File: config.mk
export PLATFORM = sky130hd
export DESIGN_NAME = swrt_watchdog
export DESIGN_NICKNAME = d
export VERILOG_FILES = /design/src/common/swrt_pkg.sv /design/src/core/swrt_tick_gen.sv /design/src/core/swrt_down_counter.sv /design/src/core/swrt_watchdog.sv
export SDC_FILE = /design/constraint.sdc
export NUM_CORES = 1
export LEC_CHECK = 0
export BUFFER_PORTS_ARGS = -buffer_cell sky130_fd_sc_hd__buf_2
export CORE_AREA = 2 2 118 120
export DETAILED_ROUTE_END_ITERATION = 8
export DIE_AREA = 0 0 120 122
export PLACE_DENSITY = 0.66
export SYNTH_ARGS = -nofsm -noshare
export SYNTH_HDL_FRONTEND = slang
export SYNTH_HIERARCHICAL = 1
export SYNTH_SLANG_ARGS = --single-unit
File: constraint.sdc
create_clock -name mclk -period 5.51 [get_ports mclk]
set_clock_uncertainty 0.1 [all_clocks]
set_input_delay 1.3775 -clock mclk [delete_from_list [all_inputs] [get_ports mclk]]
set_output_delay 1.3775 -clock mclk [all_outputs]
set_load 0.03 [all_outputs]
File: src/common/swrt_pkg.sv
// Constants and types shared by the watchdog reset timer
package swrt_pkg;

   ////////////////////////////////////////////////////////////////////////
   // Configuration port pair
   localparam logic [15:0] IDX_PORT = 16'h002E;
   localparam logic [15:0] DATA_PORT = 16'h002F;
   localparam logic [7:0] UNLOCK_KEY = 8'h87;
   localparam logic [7:0] LOCK_KEY = 8'hAA;
   localparam logic [7:0] LOCKED_READ = 8'hFF;

   ////////////////////////////////////////////////////////////////////////
   // Register indices
   localparam logic [7:0] IDX_LDN = 8'h07;
   localparam logic [7:0] IDX_ROUTE = 8'h2D;
   localparam logic [7:0] IDX_ACT = 8'h30;
   localparam logic [7:0] IDX_UNIT = 8'hF5;
   localparam logic [7:0] IDX_COUNT = 8'hF6;

   ////////////////////////////////////////////////////////////////////////
   // Field values and positions
   localparam logic [7:0] WDG_LDN = 8'h08;
   localparam logic [7:0] ACT_ON = 8'h01;
   localparam logic [7:0] ACT_OFF = 8'h00;
   localparam int ACT_BIT = 0;
   localparam logic [7:0] UNIT_SEC = 8'h00;
   localparam logic [7:0] UNIT_MIN = 8'h08;
   localparam int UNIT_MIN_BIT = 3;
   localparam logic [7:0] COUNT_OFF = 8'h00;

   ////////////////////////////////////////////////////////////////////////
   // Values after reset
   localparam logic [7:0] RST_INDEX = 8'h00;
   localparam logic [7:0] RST_LDN = 8'h00;
   localparam logic [7:0] RST_ROUTE = 8'h00;
   localparam logic [7:0] RST_UNIT = 8'h00;
   localparam logic [7:0] RST_COUNT = 8'h00;

   ////////////////////////////////////////////////////////////////////////
   // Timing
   localparam int CLK_PERIOD_NS = 10;
   localparam int UNIT_SEC_NS = 1000000000;
   localparam int SEC_CYCLES = UNIT_SEC_NS / CLK_PERIOD_NS;
   localparam int MIN_SECONDS = 60;
   localparam int RST_PULSE_NS = 1000;
   localparam int RST_PULSE_CYCLES =
      (RST_PULSE_NS + CLK_PERIOD_NS - 1) / CLK_PERIOD_NS;
   localparam int PRE_W = 27;
   localparam int MIN_W = 6;
   localparam int PULSE_W = 8;

   ////////////////////////////////////////////////////////////////////////
   // Configuration lock states
   typedef enum logic [2:0] {
      LOCKED = 3'b001,
      HALF_OPEN = 3'b010,
      CFG_OPEN = 3'b100
   } swrt_lock_t;

endpackage

File: src/core/swrt_tick_gen.sv
// Time base: one pulse per second or per minute
`timescale 1ns/10ps
module swrt_tick_gen #(
   parameter int SEC_CYCLES_P = swrt_pkg::SEC_CYCLES
) (
   // Clock and reset
   input logic mclk,
   input logic srst,
   // Control
   input logic restart,
   input logic run,
   input logic minuteMode,
   // Time base
   output logic unitTick
);
   import swrt_pkg::*;

   logic [PRE_W-1:0] preCnt_r;
   logic [MIN_W-1:0] secCnt_r;
   logic secEnd;
   logic minEnd;

   assign secEnd = (preCnt_r == PRE_W'(SEC_CYCLES_P - 1));
   assign minEnd = (secCnt_r == MIN_W'(MIN_SECONDS - 1));

   ////////////////////////////////////////////////////////////////////////
   // Cycle prescaler
   always_ff @(posedge mclk) begin
      if (srst || restart || !run) begin
         preCnt_r <= '0;
      end else if (secEnd) begin
         preCnt_r <= '0;
      end else begin
         preCnt_r <= preCnt_r + 1'b1;
      end
   end

   ////////////////////////////////////////////////////////////////////////
   // Second counter for minute mode
   always_ff @(posedge mclk) begin
      if (srst || restart || !run) begin
         secCnt_r <= '0;
      end else if (secEnd) begin
         secCnt_r <= minEnd ? '0 : secCnt_r + 1'b1;
      end
   end

   assign unitTick = run && !restart && secEnd && (!minuteMode || minEnd);

endmodule

File: src/core/swrt_down_counter.sv
// Watchdog countdown in units of the selected time base
`timescale 1ns/10ps
module swrt_down_counter (
   // Clock and reset
   input logic mclk,
   input logic srst,
   // Control
   input logic load,
   input logic [7:0] loadValue,
   input logic stop,
   input logic unitTick,
   // State
   output logic [7:0] remaining,
   output logic expire
);
   import swrt_pkg::*;

   logic [7:0] remain_r;
   logic expire_r;
   logic lastUnit;

   assign lastUnit = (remain_r == 8'h01) && unitTick && !load && !stop;

   ////////////////////////////////////////////////////////////////////////
   // Countdown
   always_ff @(posedge mclk) begin
      if (srst || stop) begin
         remain_r <= COUNT_OFF;
      end else if (load) begin
         remain_r <= loadValue;
      end else if (unitTick && remain_r != COUNT_OFF) begin
         remain_r <= remain_r - 8'h01;
      end
   end

   ////////////////////////////////////////////////////////////////////////
   // Expiry pulse
   always_ff @(posedge mclk) begin
      if (srst) begin
         expire_r <= 1'b0;
      end else begin
         expire_r <= lastUnit;
      end
   end

   assign remaining = remain_r;
   assign expire = expire_r;

endmodule

File: src/core/swrt_watchdog.sv
// Watchdog reset timer behind an index/data configuration port pair
`timescale 1ns/10ps
module swrt_watchdog #(
   parameter int SEC_CYCLES_P = swrt_pkg::SEC_CYCLES
) (
   // Clock and reset
   input logic mclk,
   input logic srst,
   // Host I/O cycle
   input logic [15:0] ioAddr,
   input logic [7:0] ioWrData,
   input logic ioWrStb,
   input logic ioRdStb,
   // Host read answer
   output logic [7:0] ioRdData,
   output logic ioRdValid,
   // Watchdog state
   output logic sysReset,
   output logic wdgRunning,
   output logic cfgOpen
);
   import swrt_pkg::*;

   ////////////////////////////////////////////////////////////////////////
   // Declarations
   swrt_lock_t lockState_r;
   swrt_lock_t lockState_nxt;
   logic [7:0] index_r;
   logic [7:0] ldn_r;
   logic [7:0] route_r;
   logic active_r;
   logic [7:0] unit_r;
   logic [7:0] count_r;
   logic [7:0] rdData_r;
   logic [7:0] rdData_nxt;
   logic rdValid_r;
   logic sysReset_r;
   logic [PULSE_W-1:0] pulseCnt_r;
   logic running_r;
   logic open_r;
   logic idxWr;
   logic dataWr;
   logic idxRd;
   logic dataRd;
   logic cfgWr;
   logic wdgSel;
   logic actWr;
   logic unitWr;
   logic countWr;
   logic actOnWr;
   logic actOffWr;
   logic loadNow;
   logic [7:0] loadValue;
   logic minuteMode;
   logic unitTick;
   logic [7:0] remaining;
   logic expire;

   ////////////////////////////////////////////////////////////////////////
   // Port decode
   assign idxWr = ioWrStb && (ioAddr == IDX_PORT);
   assign dataWr = ioWrStb && (ioAddr == DATA_PORT);
   assign idxRd = ioRdStb && (ioAddr == IDX_PORT);
   assign dataRd = ioRdStb && (ioAddr == DATA_PORT);

   ////////////////////////////////////////////////////////////////////////
   // Configuration lock
   always_comb begin
      lockState_nxt = lockState_r;
      unique case (lockState_r)
         LOCKED: begin
            if (idxWr && ioWrData == UNLOCK_KEY) begin
               lockState_nxt = HALF_OPEN;
            end
         end
         HALF_OPEN: begin
            if (idxWr) begin
               if (ioWrData == UNLOCK_KEY) begin
                  lockState_nxt = CFG_OPEN;
               end else begin
                  lockState_nxt = LOCKED;
               end
            end else if (dataWr) begin
               lockState_nxt = LOCKED;
            end
         end
         CFG_OPEN: begin
            if (idxWr && ioWrData == LOCK_KEY) begin
               lockState_nxt = LOCKED;
            end
         end
         default: begin
            lockState_nxt = LOCKED;
         end
      endcase
   end

   always_ff @(posedge mclk) begin
      if (srst) begin
         lockState_r <= LOCKED;
      end else begin
         lockState_r <= lockState_nxt;
      end
   end

   ////////////////////////////////////////////////////////////////////////
   // Index register
   always_ff @(posedge mclk) begin
      if (srst) begin
         index_r <= RST_INDEX;
      end else if (idxWr && lockState_r == CFG_OPEN &&
                   ioWrData != LOCK_KEY) begin
         index_r <= ioWrData;
      end
   end

   ////////////////////////////////////////////////////////////////////////
   // Write qualification
   assign cfgWr = dataWr && (lockState_r == CFG_OPEN);
   assign wdgSel = (ldn_r == WDG_LDN);
   assign actWr = cfgWr && wdgSel && (index_r == IDX_ACT);
   assign unitWr = cfgWr && wdgSel && (index_r == IDX_UNIT);
   assign countWr = cfgWr && wdgSel && (index_r == IDX_COUNT);
   assign actOnWr = actWr && ioWrData[ACT_BIT];
   assign actOffWr = actWr && !ioWrData[ACT_BIT];

   ////////////////////////////////////////////////////////////////////////
   // Global registers
   always_ff @(posedge mclk) begin
      if (srst) begin
         ldn_r <= RST_LDN;
      end else if (cfgWr && index_r == IDX_LDN) begin
         ldn_r <= ioWrData;
      end
   end

   always_ff @(posedge mclk) begin
      if (srst) begin
         route_r <= RST_ROUTE;
      end else if (cfgWr && index_r == IDX_ROUTE) begin
         route_r <= ioWrData;
      end
   end

   ////////////////////////////////////////////////////////////////////////
   // Watchdog registers
   always_ff @(posedge mclk) begin
      if (srst) begin
         active_r <= ACT_OFF[ACT_BIT];
      end else if (actWr) begin
         active_r <= ioWrData[ACT_BIT];
      end
   end

   always_ff @(posedge mclk) begin
      if (srst) begin
         unit_r <= RST_UNIT;
      end else if (unitWr) begin
         unit_r <= ioWrData;
      end
   end

   always_ff @(posedge mclk) begin
      if (srst) begin
         count_r <= RST_COUNT;
      end else if (countWr) begin
         count_r <= ioWrData;
      end
   end

   ////////////////////////////////////////////////////////////////////////
   // Countdown control
   assign minuteMode = unitWr ? ioWrData[UNIT_MIN_BIT] :
                       unit_r[UNIT_MIN_BIT];
   assign loadValue = countWr ? ioWrData : count_r;
   assign loadNow = (active_r && (countWr || unitWr) && !actOffWr) ||
                    (!active_r && actOnWr);

   swrt_tick_gen #(
      .SEC_CYCLES_P(SEC_CYCLES_P)
   ) u_tick (
      .mclk(mclk),
      .srst(srst),
      .restart(loadNow),
      .run(active_r),
      .minuteMode(minuteMode),
      .unitTick(unitTick)
   );

   swrt_down_counter u_count (
      .mclk(mclk),
      .srst(srst),
      .load(loadNow),
      .loadValue(loadValue),
      .stop(actOffWr),
      .unitTick(unitTick),
      .remaining(remaining),
      .expire(expire)
   );

   ////////////////////////////////////////////////////////////////////////
   // Read path
   always_comb begin
      rdData_nxt = LOCKED_READ;
      if (idxRd) begin
         rdData_nxt = (lockState_r == CFG_OPEN) ? index_r : LOCKED_READ;
      end else if (dataRd && lockState_r == CFG_OPEN) begin
         case (index_r)
            IDX_LDN: begin
               rdData_nxt = ldn_r;
            end
            IDX_ROUTE: begin
               rdData_nxt = route_r;
            end
            IDX_ACT: begin
               rdData_nxt = wdgSel ? {7'h00, active_r} : 8'h00;
            end
            IDX_UNIT: begin
               rdData_nxt = wdgSel ? unit_r : 8'h00;
            end
            IDX_COUNT: begin
               rdData_nxt = wdgSel ? remaining : 8'h00;
            end
            default: begin
               rdData_nxt = 8'h00;
            end
         endcase
      end
   end

   always_ff @(posedge mclk) begin
      if (srst) begin
         rdValid_r <= 1'b0;
      end else begin
         rdValid_r <= idxRd || dataRd;
      end
   end

   always_ff @(posedge mclk) begin
      if (srst) begin
         rdData_r <= 8'h00;
      end else if (idxRd || dataRd) begin
         rdData_r <= rdData_nxt;
      end
   end

   ////////////////////////////////////////////////////////////////////////
   // System reset pulse
   always_ff @(posedge mclk) begin
      if (srst) begin
         pulseCnt_r <= '0;
      end else if (expire) begin
         pulseCnt_r <= PULSE_W'(RST_PULSE_CYCLES - 1);
      end else if (pulseCnt_r != '0) begin
         pulseCnt_r <= pulseCnt_r - 1'b1;
      end
   end

   always_ff @(posedge mclk) begin
      if (srst) begin
         sysReset_r <= 1'b0;
      end else if (expire) begin
         sysReset_r <= 1'b1;
      end else if (pulseCnt_r == '0) begin
         sysReset_r <= 1'b0;
      end
   end

   ////////////////////////////////////////////////////////////////////////
   // Status
   always_ff @(posedge mclk) begin
      if (srst) begin
         running_r <= 1'b0;
      end else begin
         running_r <= active_r && (remaining != COUNT_OFF);
      end
   end

   always_ff @(posedge mclk) begin
      if (srst) begin
         open_r <= 1'b0;
      end else begin
         open_r <= (lockState_nxt == CFG_OPEN);
      end
   end

   assign ioRdData = rdData_r;
   assign ioRdValid = rdValid_r;
   assign sysReset = sysReset_r;
   assign wdgRunning = running_r;
   assign cfgOpen = open_r;

endmodule

**Word level (Yosys, flattened, before mapping)**

Index checks and enable logic that the tools add are counted.

- $lt $le $gt $ge: 0
- Multiplexer cells: 22
- Bitwise operators: 0
- $add $sub $neg: 4
- Reduce and logical (&&, ||, !) cells: 49
- Eq/ne operators: 18
- Divide/modulo/power cells: 0
- Shifts and indexed selects: 0
- Multiply operators: 0

Operators with widths:

| kind | number |
|---|---|
| $mux W8 | 8 |
| $pmux W8 S5 | 1 |
| $eq A16 B6 Y1 const B | 2 |
| $eq A8 B8 Y1 const B | 4 |
| $logic_and A1 B1 Y1 | 29 |
| $add A27 B1 Y27 const B | 1 |
| $eq A27 B27 Y1 const B | 1 |
| $eq A8 B6 Y1 const B | 2 |
| $reduce_bool A8 Y1 | 2 |
| $sub A8 B1 Y8 const B | 2 |
| $mux W3 | 5 |
| $mux W7 | 2 |
| $pmux W3 S3 | 1 |
| $eq A8 B1 Y1 const B | 1 |
| $eq A8 B3 Y1 const B | 1 |
| $eq A8 B4 Y1 const B | 1 |
| $logic_not A8 Y1 | 1 |
| $ne A8 B8 Y1 const B | 1 |
| $logic_or A1 B1 Y1 | 7 |
| $add A6 B1 Y6 const B | 1 |
| $eq A3 B3 Y1 const B | 2 |
| $eq A6 B6 Y1 const B | 1 |
| $mux W6 | 1 |
| $reduce_bool A2 Y1 | 3 |
| other kinds (5) | 13 |

- Latch bits: 0
- Memory bits (writable): 0
- Input port bits: 28
- Register bits after elaboration: 106
- Bits in read-only memories: 0
- Memories kept: 0

**Longest topological paths before layout**

Gate-level depths: netlist (run 1).

- Depth after elaboration: 16
- Mapped depth: 11

**Modules after synthesis**

Netlist (run 1), hierarchy kept.

By module, submodules not included:

| module | area an instance (um2) | instances | cells each |
|---|---|---|---|
| swrt_watchdog | 3049.2 | 1 | 327 |
| swrt_tick_gen | 1587.8 | 1 | 180 |
| swrt_down_counter | 575.6 | 1 | 64 |

**Worst setup path before layout (run 1)**

OpenSTA, ideal clock, no wires.

- Path type: input to register
- Start point: input ioAddr[7]
- End point: register u_count.remain_r[5], in the netlist u_count/remaining[5]
- Path slack: 0.740 ns
- Library setup time: 0.074 ns
- Stages on the path: 9
- Path buffers: 1
- Arrival: 4.596 ns
- Cells stage by stage: or4b_4 > nand4b_4 > or4_4 > buf_6 > mux2_4 > a211oi_1 > or3b_4 > a2111o_1 > a31oi_1

- Elaborated cells on any way between the ends: 27
- Classes of those cells: eq/ne: 1; mux: 3; reduce/logical: 23

RTL lines:

| what | line | RTL |
|---|---|---|
| start, declared | swrt_watchdog.sv:10 | `input logic [15:0] ioAddr,` |
| $eq A16 B6 Y1 | swrt_watchdog.sv:62 | `assign dataWr = ioWrStb && (ioAddr == DATA_PORT);` |
| $logic_and A1 B1 Y1 | swrt_watchdog.sv:62 |  |
| $logic_and A1 B1 Y1 | swrt_watchdog.sv:119 | `assign cfgWr = dataWr && (lockState_r == CFG_OPEN);` |
| $logic_and A1 B1 Y1 (2 in a row) | swrt_watchdog.sv:122 | `assign unitWr = cfgWr && wdgSel && (index_r == IDX_UNIT);` |
| $mux W1 | swrt_watchdog.sv:173 | `assign minuteMode = unitWr ? ioWrData[UNIT_MIN_BIT] :` |
| via minuteMode | swrt_watchdog.sv:54 | `logic minuteMode;` |
| $logic_not A1 Y1 | swrt_tick_gen.sv:48 | `assign unitTick = run && !restart && secEnd && (!minuteMode \|\| minEnd);` |
| $logic_or A1 B1 Y1 | swrt_tick_gen.sv:48 |  |
| $logic_and A1 B1 Y1 | swrt_tick_gen.sv:48 |  |
| via unitTick | swrt_watchdog.sv:55 | `logic unitTick;` |
| $logic_and A1 B1 Y1 | swrt_down_counter.sv:31 | `end else if (unitTick && remain_r != COUNT_OFF) begin` |
| $reduce_bool A2 Y1 (no line) | n/a |  |
| end signal, assigned | swrt_down_counter.sv:30 | `remain_r <= loadValue;` |
| end signal, assigned | swrt_down_counter.sv:32 | `remain_r <= remain_r - 8'h01;` |
| end, declared | swrt_down_counter.sv:18 | `logic [7:0] remain_r;` |

The timed path passes the listed nets, and every way through them passes these cells.
A chain may end at the register's enable or synchronous reset.

**Worst setup path after layout (run 1)**

Ends and elaborated chain as after synthesis.

==> flow_summary.rst, run 1 <==
.. list-table::
   :header-rows: 1

   * - Metric
     - Value
   * - Via count of the first global-routing pass
     - 3991
   * - Routed via count
     - 4270
   * - Seq cells post-synth
     - 106
   * - Sink count of the clock tree
     - 106
   * - Hold Path Depth
     - 1
   * - Critical Setup Path Class
     - primary input to flip-flop
   * - Inserted Diodes
     - 0
   * - Number of cell instances on the worst register-to-register path
     - 9
   * - First drt pass iteration count
     - 4
   * - RSZ-0062 raised after global routing
     - false
   * - Leakage power total
     - 2.35 nW
   * - Final core utilization
     - 43.2%
   * - Number of DRC violations after detailed routing
     - 0
   * - Total Nets Final
     - 634
   * - Total Die Area
     - 0.0146 mm^2
   * - Final min period
     - 4430 ps
   * - Largest stage delay, worst path
     - 660 ps
   * - Critical path cell sequence
     - buf_2 -> or4b_4 -> nand4b_4 -> or4_4 -> mux2_4 -> a211oi_1 -> buf_4 -> or3b_4 -> a2111o_1 -> a31oi_1
   * - CTS tree
     - done
   * - CP max stage cell
     - sky130_fd_sc_hd__or4_4
   * - Transition at the pin with the smallest max-transition slack
     - 1050 ps
   * - Hold-fix buffers at CTS
     - 0
   * - Count of yosys warnings during synthesis
     - 6
   * - Largest net degree at the start of global routing
     - 38
   * - Final Wtd Congestion
     - 0.816
   * - Root cell of the clock tree
     - sky130_fd_sc_hd__clkbuf_16
   * - Share of the yosys chip area belonging to registers
     - 40.7%
   * - Area share of the leading cell type in the synthesized netlist
     - 40.7%
   * - Sequential share of power
     - 50.1%
   * - Final Max Slew Viols
     - 0
   * - Most common cell after layout, fill and taps aside
     - sky130_fd_sc_hd__dfxtp_1
   * - Fraction of registers with async set or reset after synthesis
     - 0%
   * - Global-route wire length before repair
     - 19700 um
   * - Internal Power
     - 1.22 mW
   * - Critical path capture point type
     - flip-flop
   * - Number of distinct library cells after synthesis
     - 71
   * - Number of setup violations in the final report
     - 0
   * - Post-CTS setup repair buffer count
     - 0
   * - Run status
     - completed
   * - Clock buffers created by TritonCTS
     - 9
   * - CTS Buffer Depth
     - 2
   * - Via density per instance
     - 5.44
   * - Critical path depth in cells
     - 10
   * - Initial DRC Count
     - 336
   * - Core outline area
     - 0.0135 mm^2
   * - Most used cells in the layout excluding fill and tap cells
     - sky130_fd_sc_hd__dfxtp_1 (106), sky130_fd_sc_hd__nor2_1 (84), sky130_fd_sc_hd__buf_2 (39)
   * - Class of the worst hold path
     - flip-flop to flip-flop
   * - Largest area contributor in the netlist
     - sky130_fd_sc_hd__dfxtp_1
   * - Critical Path RT
     - 5700 ps
   * - Post-detail-place hpwl
     - 8460 um
   * - Pwr Density
     - 278 mW/mm^2
   * - Hold Vio Cnt, Final
     - 0
   * - Main flop type after synthesis
     - sky130_fd_sc_hd__dfxtp_1
   * - Net Switching
     - 0.403 mW
   * - Post-DRT Antenna Nets
     - 0
   * - Max-capacitance violation count
     - 0
   * - Number of gates resized after CTS
     - 0
   * - Maximum clock frequency
     - 226 MHz
   * - Number of standard cells in the final layout excluding fillers
     - 785
   * - Synthesis-to-layout area growth
     - 11.9%
   * - Net Sw Frac
     - 24.9%
   * - Routed wire length
     - 12000 um
   * - Portion of total power attributed to the clock network
     - 39.9%
   * - Highest net fanout along the worst path
     - 8
   * - Effective utilization at floorplan
     - 38.6%
   * - Launching element type of the critical path
     - primary input
   * - Chip height
     - 122 um
   * - Placed cell count
     - 769
   * - Final critical-path share of the clock period
     - 80.4%
   * - Total Power
     - 1.62 mW
   * - Slew headroom
     - 29.5%
   * - Per-cell routed wire length
     - 15.3 um
   * - Clock slew at reported path FFs
     - 70 ps
   * - Combinational group share of total power
     - 10.0%
   * - Fraction of layout instances using a drive strength above 1
     - 14.5%
   * - X dimension of the die
     - 120 um
   * - Arrival time at the worst endpoint
     - 4610 ps
   * - Max H-tree Level
     - 3
   * - Number of enable flip-flop cells after synthesis
     - 0
   * - Buffers and inverters on the worst path
     - 2
   * - Worst hold slack
     - 367 ps
   * - Number of input and output port buffers inserted
     - 39
   * - VDD IR max
     - 0.141 mV
   * - Total global routing overflow
     - 0
   * - Count of boundary I/O pins
     - 40
   * - Largest cells by area after synthesis
     - sky130_fd_sc_hd__dfxtp_1 (41%), sky130_fd_sc_hd__mux2i_1 (6.9%), sky130_fd_sc_hd__nor2_1 (6.0%)
   * - Insertion delay to the later sink of the worst-skew pair
     - 360 ps
   * - Nets in the synthesized netlist
     - 605
   * - All-layer global routing usage
     - 16.8%
   * - Initial antenna violation count
     - 0
   * - Crit path max-delay family
     - simple AND/OR/NAND/NOR gates
   * - Cell row count
     - 43
   * - Netlist area before placement
     - 0.00521 mm^2
   * - Total negative slack for setup checks
     - 0 ps
   * - Post-synthesis instance total
     - 571
   * - Mean post-synth cell area
     - 9.13 um^2
## sequential cells by signal, summed over array words and instances, names as in the netlist, 3 cells and up
register	flops
pulseCnt_r	8
u_count/remaining	8
ldn_r	8
lockState_r	3
u_tick/secCnt_r	6
count_r	8
index_r	8
u_tick/preCnt_r	27
ioRdData	8
route_r	8
unit_r	8
## routing by layer
metal	share of wire (%)	track usage, %	wire length, um
met5	0	0	0
met4	2.3	7.72	273
met3	5.7	3.84	684
met2	46	27.0	5580
met1	46	21.3	5480
## path summary, 6_finish.rpt
path                                      start                                end  slack [ps]
hold / removal    u_tick/preCnt_r[0]$_SDFF_PP0_      u_tick/preCnt_r[0]$_SDFF_PP0_         370
setup / recovery                      ioAddr[7]  u_count/remaining[5]$_SDFFE_PP0P_        1080
hold reg to reg   u_tick/preCnt_r[0]$_SDFF_PP0_      u_tick/preCnt_r[0]$_SDFF_PP0_         370
setup reg to reg        index_r[0]$_SDFFE_PP0P_  u_count/remaining[5]$_SDFFE_PP0P_        1810
## cell usage after synthesis, drive strengths merged, types with 3 or more instances
library cell and number:
dfxtp 106, nor2 84, mux2i 36, nand2 31, a21oi 29, xor2 20
inv 18, nand4 18, nor2b 17, nor3 17, clkbuf 16, nand3 16
a22o 15, xnor2 13, o21ai 11, nor4 10, mux2 9, and3 8
a211oi 7, a221oi 7, buf 7, nand3b 7, nor4b 7, and4 6
ha 6, or3 5, nor3b 3, o31ai 3, or2 3, or4 3
or4b 3
## area by class of cell
cell class | instances | area, um^2
timing repair buffer | 41 | 210
fill | 1303 | 7670
inverter | 18 | 67.6
clock inverter | 5 | 62.6
tap | 180 | 225
clock buffer | 11 | 233
sequential | 106 | 2120
multi-input combinational | 424 | 2910
## logic make-up after synthesis
group,share of synthesized area [%]
AO/OA/AOI/OAI,12.3
XOR/XNOR,5.54
adder cells (fa/ha/maj),1.44
buffers and inverters,3.46
flip-flops,40.7
multiplexers,8.93
AND/OR/NAND/NOR,27.6
## worst register-to-register path: stages (launching register included)
cell and delay (ps):
sky130_fd_sc_hd__dfxtp_1 420, sky130_fd_sc_hd__nor2b_1 620, sky130_fd_sc_hd__nand3_1 150, sky130_fd_sc_hd__or4_4 660, sky130_fd_sc_hd__mux2_4 350, sky130_fd_sc_hd__a211oi_1 210
sky130_fd_sc_hd__buf_4 180, sky130_fd_sc_hd__or3b_4 400, sky130_fd_sc_hd__a2111o_1 400, sky130_fd_sc_hd__a31oi_1 160
## power groups by stage
stage | Sequential (mW) | Clock [mW] | Combinational (mW)
after floorplan | 0.825 | 0 | 0.123
after global placement | 0.828 | 0 | 0.155
after detailed placement | 0.830 | 0 | 0.163
after CTS | 0.813 | 0.661 | 0.164
after global routing | 0.816 | 0.691 | 0.183
final | 0.812 | 0.646 | 0.162
## per-stage QoR
stage,area (um^2),worst slack (ps)
global placement,5540,780
global route,5830,999
finish,5830,1080
CTS,5830,1100
detailed placement,5540,730
floorplan,5210,740
Power figures use the tool's default switching activity.
==> run 2: changes to the inputs <==
Settings changed: PLACE_DENSITY 0.66 to 0.68.
Clock period 5.51 ns to 3.7 ns, I/O delays scaled along.
==> run 2 against run 1 <==
  * Sequential cell count unchanged
  * Global-route usage increased by 0.65 points
  * Clock power is 48% higher
  * Non-clock buffer count up 20
  * Worst hold slack worse by 11 ps
  * First-iteration DRC count grew 41%
  * Cell area up 3.1%
  * Critical endpoint unchanged
==> flow_summary.rst, run 2 (synthesis results as in run 1) <==
.. list-table::
   :header-rows: 1

   * - Metric
     - Value
   * - Run status
     - completed (unchanged)
   * - Critical Path RT
     - 3880 ps (was 5700 ps)
   * - Transition at the pin with the smallest max-transition slack
     - 655 ps (was 1050 ps)
   * - Via count of the first global-routing pass
     - 4168 (was 3991)
   * - Max-capacitance violation count
     - 0 (unchanged)
   * - Post-CTS setup repair buffer count
     - 0 (unchanged)
   * - Most common cell after layout, fill and taps aside
     - sky130_fd_sc_hd__dfxtp_1 (unchanged)
   * - Core outline area
     - 0.0135 mm^2 (unchanged)
   * - Slew headroom
     - 56.4% (was 29.5%)
   * - Final min period
     - 3630 ps
   * - Setup slack after placement
     - -316 ps (was 730 ps)
   * - Maximum clock frequency
     - 275 MHz
   * - Largest net degree at the start of global routing
     - 38 (unchanged)
   * - Number of setup violations in the final report
     - 0 (unchanged)
   * - Final critical-path share of the clock period
     - 98.2%
   * - Final Max Slew Viols
     - 0 (unchanged)
   * - Total negative slack for setup checks
     - 0 ps (unchanged)
   * - Flip-flop and latch area
     - 0.00212 mm^2 (unchanged)
   * - Initial antenna violation count
     - 0 (unchanged)
   * - Class of the worst hold path
     - flip-flop to flip-flop (unchanged)
   * - All-layer global routing usage
     - 17.4% (was 16.8%)
   * - Post-route standard cell area excluding fillers
     - 0.00601 mm^2 (was 0.00583 mm^2)
   * - Clock buffers created by TritonCTS
     - 9 (unchanged)
   * - Setup slack of the critical path after layout
     - 66.3 ps (was 1080 ps)
   * - Number of standard cells in the final layout excluding fillers
     - 805 (was 785)
   * - Pwr Density
     - 401 mW/mm^2 (was 278 mW/mm^2)
   * - Clock slew at reported path FFs
     - 80 ps (was 70 ps)
   * - CTS Buffer Depth
     - 2 (unchanged)
   * - Insertion delay to the later sink of the worst-skew pair
     - 360 ps (about the same)
   * - Placed Instance Area
     - 0.00572 mm^2 (was 0.00554 mm^2)
   * - Fraction of layout instances using a drive strength above 1
     - 17.9% (was 14.5%)
   * - Via density per instance
     - 5.46 (was 5.44)
   * - Worst hold slack
     - 356 ps (was 367 ps)
   * - Hold-fix buffers at CTS
     - 0 (unchanged)
   * - Critical path capture point type
     - flip-flop (unchanged)
   * - First drt pass iteration count
     - 5 (was 4)
   * - Critical Setup Path Class
     - primary input to flip-flop (unchanged)
   * - Total global routing overflow
     - 0 (unchanged)
   * - Number of DRC violations after detailed routing
     - 0 (unchanged)
   * - Chip height
     - 122 um (unchanged)
   * - Post-DRT Antenna Nets
     - 0 (unchanged)
   * - Effective utilization at floorplan
     - 38.6% (unchanged)
   * - Hold Vio Cnt, Final
     - 0 (unchanged)
   * - Leakage power total
     - 2.47 nW (was 2.35 nW)
   * - Most used cells in the layout excluding fill and tap cells
     - sky130_fd_sc_hd__dfxtp_1 (106), sky130_fd_sc_hd__nor2_1 (84), sky130_fd_sc_hd__buf_2 (39) (unchanged)
   * - Area used by multi-input combinational logic
     - 0.00293 mm^2 (was 0.00291 mm^2)
   * - Highest net fanout along the worst path
     - 3 (was 8)
   * - RSZ-0062 raised after global routing
     - false (unchanged)
   * - VDD IR max
     - 0.264 mV (was 0.141 mV)
   * - Root cell of the clock tree
     - sky130_fd_sc_hd__clkbuf_16 (unchanged)
   * - CTS tree
     - done (unchanged)
   * - Count of boundary I/O pins
     - 40 (unchanged)
   * - Post-detail-place hpwl
     - 8940 um (was 8460 um)
   * - Cell row count
     - 43 (unchanged)
   * - Max H-tree Level
     - 3 (unchanged)
   * - Arrival time at the worst endpoint
     - 3810 ps (was 4610 ps)
   * - Total Nets Final
     - 654 (was 634)
   * - Final Wtd Congestion
     - 0.915 (was 0.816)
   * - Most flop-heavy register
     - u_tick/preCnt_r (unchanged)
   * - Total Die Area
     - 0.0146 mm^2 (unchanged)
   * - Number of gates resized after CTS
     - 0 (unchanged)
   * - Sink count of the clock tree
     - 106 (unchanged)
   * - Number of input and output port buffers inserted
     - 39 (unchanged)
   * - Launching element type of the critical path
     - primary input (unchanged)
   * - Global-route wire length before repair
     - 20500 um (was 19700 um)
   * - Fill count
     - 1285 (was 1303)
   * - Placed cell count
     - 789 (was 769)
   * - Synthesis-to-layout area growth
     - 15.3% (was 11.9%)
   * - Max reg flops
     - 27 (unchanged)
   * - Routed wire length
     - 12500 um (was 12000 um)
   * - X dimension of the die
     - 120 um (unchanged)
   * - Initial DRC Count
     - 475 (was 336)
   * - Inserted Diodes
     - 0 (unchanged)
   * - Routed via count
     - 4392 (was 4270)
   * - Per-cell routed wire length
     - 15.5 um (was 15.3 um)
-- run 2: area by class of cell --
cell class	instances	area share (%)
Multi-Input combinational cell	424	48.7
Sequential cell	106	35.3
Timing Repair Buffer	61	6.20
Clock buffer	10	3.98
Tap cell	180	3.75
Inverter	18	1.12
Clock inverter	6	0.916
-- run 2: worst max-delay path, cell delays in order --
cell                       delay [ps]
sky130_fd_sc_hd__buf_2            100
sky130_fd_sc_hd__or4b_4           530
sky130_fd_sc_hd__nand4b_4         190
sky130_fd_sc_hd__or4_4            550
sky130_fd_sc_hd__mux2_4           340
sky130_fd_sc_hd__a211oi_4         250
sky130_fd_sc_hd__or3b_4           430
sky130_fd_sc_hd__a2111o_1         350
sky130_fd_sc_hd__a31oi_1          150
-- run 2: path summary, 6_finish.rpt --
path | slack, ps | depth (start not counted) | startpoint | to
setup reg to reg | 370 | 8 | ldn_r[0]$_SDFFE_PP0P_ | u_count/remaining[5]$_SDFFE_PP0P_
hold reg to reg | 360 | 2 | ioRdData[5]$_SDFFE_PP0P_ | ioRdData[5]$_SDFFE_PP0P_
hold / removal | 360 | 2 | ioRdData[5]$_SDFFE_PP0P_ | ioRdData[5]$_SDFFE_PP0P_
setup / recovery | 70 | 9 | ioAddr[7] | u_count/remaining[5]$_SDFFE_PP0P_
-- run 2: metrics by stage --
stage | util [%] | total power, mW
detailed placement | 42.3 | 1.48
finish | 44.5 | 2.41
CTS | 44.5 | 2.43
floorplan | - | 1.41
global placement | 42.3 | 1.46
global route | 44.5 | 2.51
-- run 2: report_power, final --
| part | switching (mW) | internal, mW | leakage [nW] | total, mW |
|---|---|---|---|---|
| registers | 0.0328 | 1.18 | 0.855 | 1.21 |
| logic | 0.140 | 0.108 | 1.47 | 0.248 |
| clock network | 0.465 | 0.489 | 0.139 | 0.954 |
| total | 0.638 | 1.77 | 2.47 | 2.41 |
-- run 2: layer usage --
layer / share of wire, % / vias up / GRT usage (%)
met5: 0 / - / 0
met4: 2.2 / 0 / 7.06
met3: 4.4 / 24 / 3.65
met2: 47 / 101 / 28.2
met1: 46 / 2103 / 22.6
li1: - / 2164 / -
==> run 3: changes to the inputs <==
Settings changed: CORE_AREA 2 2 118 120 to 2 2 84 167, DIE_AREA 0 0 120 122 to 0 0 86 169.
==> run 3 against run 2 <==
  * Cell count is 3.4% lower
  * Cell area is 0.65% lower
  * Global-route usage is 0.35 points lower
  * Sequential power hardly changed
  * Non-clock buffer count is 1 lower
  * Die area is 0.72% lower
  * Critical path type unchanged
  * Critical endpoint unchanged
  * Largest cell class unchanged
  * Largest power group unchanged
  * Highest routed layer unchanged
==> flow_summary.rst, run 3 (synthesis results as in run 1) <==
.. list-table::
   :header-rows: 1

   * - Metric
     - Value
   * - Insertion delay to the later sink of the worst-skew pair
     - 340 ps (was 360 ps)
   * - Leakage power total
     - 2.47 nW (about the same)
   * - Pwr Density
     - 403 mW/mm^2 (was 401 mW/mm^2)
   * - Hold Vio Cnt, Final
     - 0 (unchanged)
   * - Most used cells in the layout excluding fill and tap cells
     - sky130_fd_sc_hd__dfxtp_1 (106), sky130_fd_sc_hd__nor2_1 (84), sky130_fd_sc_hd__buf_2 (39) (unchanged)
   * - Post-route standard cell area excluding fillers
     - 0.00597 mm^2 (was 0.00601 mm^2)
   * - Inserted Diodes
     - 0 (unchanged)
   * - Post-DRT Antenna Nets
     - 0 (unchanged)
   * - Total global routing overflow
     - 0 (unchanged)
   * - Routed wire length
     - 12000 um (was 12500 um)
   * - Net Switching
     - 0.580 mW (was 0.638 mW)
   * - Largest stage delay, worst path
     - 560 ps (was 550 ps)
   * - Initial antenna violation count
     - 0 (unchanged)
   * - Sink count of the clock tree
     - 106 (unchanged)
   * - Critical path capture point type
     - flip-flop (unchanged)
   * - Class of the worst hold path
     - flip-flop to flip-flop (unchanged)
   * - Combinational group share of total power
     - 10.1% (was 10.3%)
   * - Cell row count
     - 60 (was 43)
   * - Internal Power
     - 1.83 mW (was 1.77 mW)
   * - Clock slew at reported path FFs
     - 70 ps (was 80 ps)
   * - Run status
     - completed (unchanged)
   * - X dimension of the die
     - 86 um (was 120 um)
   * - Final min period
     - 3590 ps (was 3630 ps)
   * - Via density per instance
     - 5.53 (was 5.46)
   * - VDD IR max
     - 0.236 mV (was 0.264 mV)
   * - Most common cell after layout, fill and taps aside
     - sky130_fd_sc_hd__dfxtp_1 (unchanged)
   * - Total Power
     - 2.41 mW (about the same)
   * - Fraction of layout instances using a drive strength above 1
     - 17.5% (was 17.9%)
   * - CTS Buffer Depth
     - 2 (unchanged)
   * - Arrival time at the worst endpoint
     - 3770 ps (was 3810 ps)
   * - Max-capacitance violation count
     - 0 (unchanged)
   * - Final core utilization
     - 45.0% (was 44.5%)
   * - Most flop-heavy register
     - u_tick/preCnt_r (unchanged)
   * - Hold-fix buffers at CTS
     - 0 (unchanged)
   * - Effective utilization at floorplan
     - 39.2% (was 38.6%)
   * - Max H-tree Level
     - 3 (unchanged)
   * - Number of DRC violations after detailed routing
     - 0 (unchanged)
   * - Number of setup violations in the final report
     - 0 (unchanged)
   * - First drt pass iteration count
     - 5 (unchanged)
   * - Max reg flops
     - 27 (unchanged)
   * - Fill count
     - 1293 (was 1285)
   * - Portion of total power attributed to the clock network
     - 39.7% (was 39.6%)
   * - Final critical-path share of the clock period
     - 97.2% (was 98.2%)
   * - Placed Instance Area
     - 0.00568 mm^2 (was 0.00572 mm^2)
   * - Final Max Slew Viols
     - 0 (unchanged)
   * - Transition at the pin with the smallest max-transition slack
     - 642 ps (was 655 ps)
   * - Critical path cell sequence
     - buf_2 -> or4b_4 -> nand4b_4 -> or4_4 -> mux2_4 -> a211oi_4 -> or3b_4 -> a2111o_1 -> a31oi_1 (unchanged)
   * - Setup slack after placement
     - -263 ps (was -316 ps)
   * - Global-route wire length before repair
     - 20100 um (was 20500 um)
   * - Net Sw Frac
     - 24.1% (was 26.5%)
   * - Area used by multi-input combinational logic
     - 0.00293 mm^2 (unchanged)
   * - Total negative slack for setup checks
     - 0 ps (unchanged)
   * - Initial DRC Count
     - 239 (was 475)
   * - Post-CTS setup repair buffer count
     - 0 (unchanged)
   * - All-layer global routing usage
     - 17.1% (was 17.4%)
   * - Critical Setup Path Class
     - primary input to flip-flop (unchanged)
   * - CP max stage cell
     - sky130_fd_sc_hd__or4_4 (unchanged)
   * - Buffers and inverters on the worst path
     - 1 (unchanged)
   * - Number of gates resized after CTS
     - 0 (unchanged)
   * - Clock buffers created by TritonCTS
     - 9 (unchanged)
   * - RSZ-0062 raised after global routing
     - false (unchanged)
   * - Flip-flop and latch area
     - 0.00212 mm^2 (unchanged)
   * - Synthesis-to-layout area growth
     - 14.6% (was 15.3%)
   * - Routed via count
     - 4303 (was 4392)
   * - Number of input and output port buffers inserted
     - 39 (unchanged)
   * - CTS tree
     - done (unchanged)
   * - Total Nets Final
     - 653 (was 654)
   * - Count of boundary I/O pins
     - 40 (unchanged)
   * - Launching element type of the critical path
     - primary input (unchanged)
   * - Root cell of the clock tree
     - sky130_fd_sc_hd__clkbuf_16 (unchanged)
   * - Setup slack of the critical path after layout
     - 105 ps (was 66.3 ps)
   * - Core outline area
     - 0.0133 mm^2 (was 0.0135 mm^2)
   * - Critical Path RT
     - 3870 ps (was 3880 ps)
   * - Chip height
     - 169 um (was 122 um)
   * - Sequential share of power
     - 50.2% (about the same)
   * - Slew headroom
     - 56.6% (was 56.4%)
   * - Crit path max-delay family
     - simple AND/OR/NAND/NOR gates (unchanged)
   * - Highest net fanout along the worst path
     - 3 (unchanged)
   * - Final Wtd Congestion
     - 0.882 (was 0.915)
   * - Maximum clock frequency
     - 278 MHz (was 275 MHz)
   * - Via count of the first global-routing pass
     - 4048 (was 4168)
   * - Per-cell routed wire length
     - 15.5 um (about the same)
   * - Total Die Area
     - 0.0145 mm^2 (was 0.0146 mm^2)
   * - Post-detail-place hpwl
     - 8630 um (was 8940 um)
   * - Largest net degree at the start of global routing
     - 46 (was 38)
## run 3: changes by cell type in the layout (fill, tap and decap cells not counted), sizes merged
cell,change
buf,-1
bufinv,+1
inv,-2
clkinv,+1
clkinvlp,-2
clkbuf,+1
## run 3: metal layers
metal,vias to the layer above,global-route usage (%),part of all wire (%)
li1,2169,-,-
met1,2005,23.2,47
met2,109,27.4,46
met3,20,2.83,4.5
met4,0,5.31,2.0
met5,-,0,0
## run 3: final timing paths
path                                                           to                startpoint  cells past startpoint  slack [ps]
worst max-delay path            u_count/remaining[5]$_SDFFE_PP0P_                 ioAddr[7]                      9         110
worst max register to register  u_count/remaining[5]$_SDFFE_PP0P_     ldn_r[5]$_SDFFE_PP0P_                      8         570
worst min register to register           ioRdData[5]$_SDFFE_PP0P_  ioRdData[5]$_SDFFE_PP0P_                      2         360
worst min-delay path                     ioRdData[5]$_SDFFE_PP0P_  ioRdData[5]$_SDFFE_PP0P_                      2         360
## run 3: power by group through the flow
stage	clock (mW)	combinational [mW]	sequential [mW]
finish	0.955	0.244	1.21
global placement	0	0.237	1.23
detailed placement	0	0.243	1.23
CTS	0.976	0.247	1.21
global route	1.02	0.278	1.21
floorplan	0	0.184	1.23
## run 3: worst register-to-register path, cell delays in order (launching register included)
cell,delay (ps)
sky130_fd_sc_hd__dfxtp_1,330
sky130_fd_sc_hd__nor4_1,420
sky130_fd_sc_hd__nand2_1,210
sky130_fd_sc_hd__or4_4,540
sky130_fd_sc_hd__mux2_4,340
sky130_fd_sc_hd__a211oi_4,210
sky130_fd_sc_hd__or3b_4,440
sky130_fd_sc_hd__a2111o_1,350
sky130_fd_sc_hd__a31oi_1,120
## run 3: through the flow
| stage | instances | hold slack [ps] |
|---|---|---|
| 2_1_floorplan | 571 | 330 |
| 3_3_place_gp | 763 | 342 |
| 3_5_place_dp | 763 | 354 |
| 4_1_cts | 778 | 374 |
| 5_1_grt | 778 | 387 |
| 6_report | 778 | 364 |
## run 3: cell type report
class,count,share of cell area [%]
Clock buffer,11,4.06
Clock inverter,4,0.859
Inverter,18,1.13
Multi-Input combinational cell,424,49.1
Sequential cell,106,35.5
Tap cell,155,3.25
Timing Repair Buffer,60,6.12
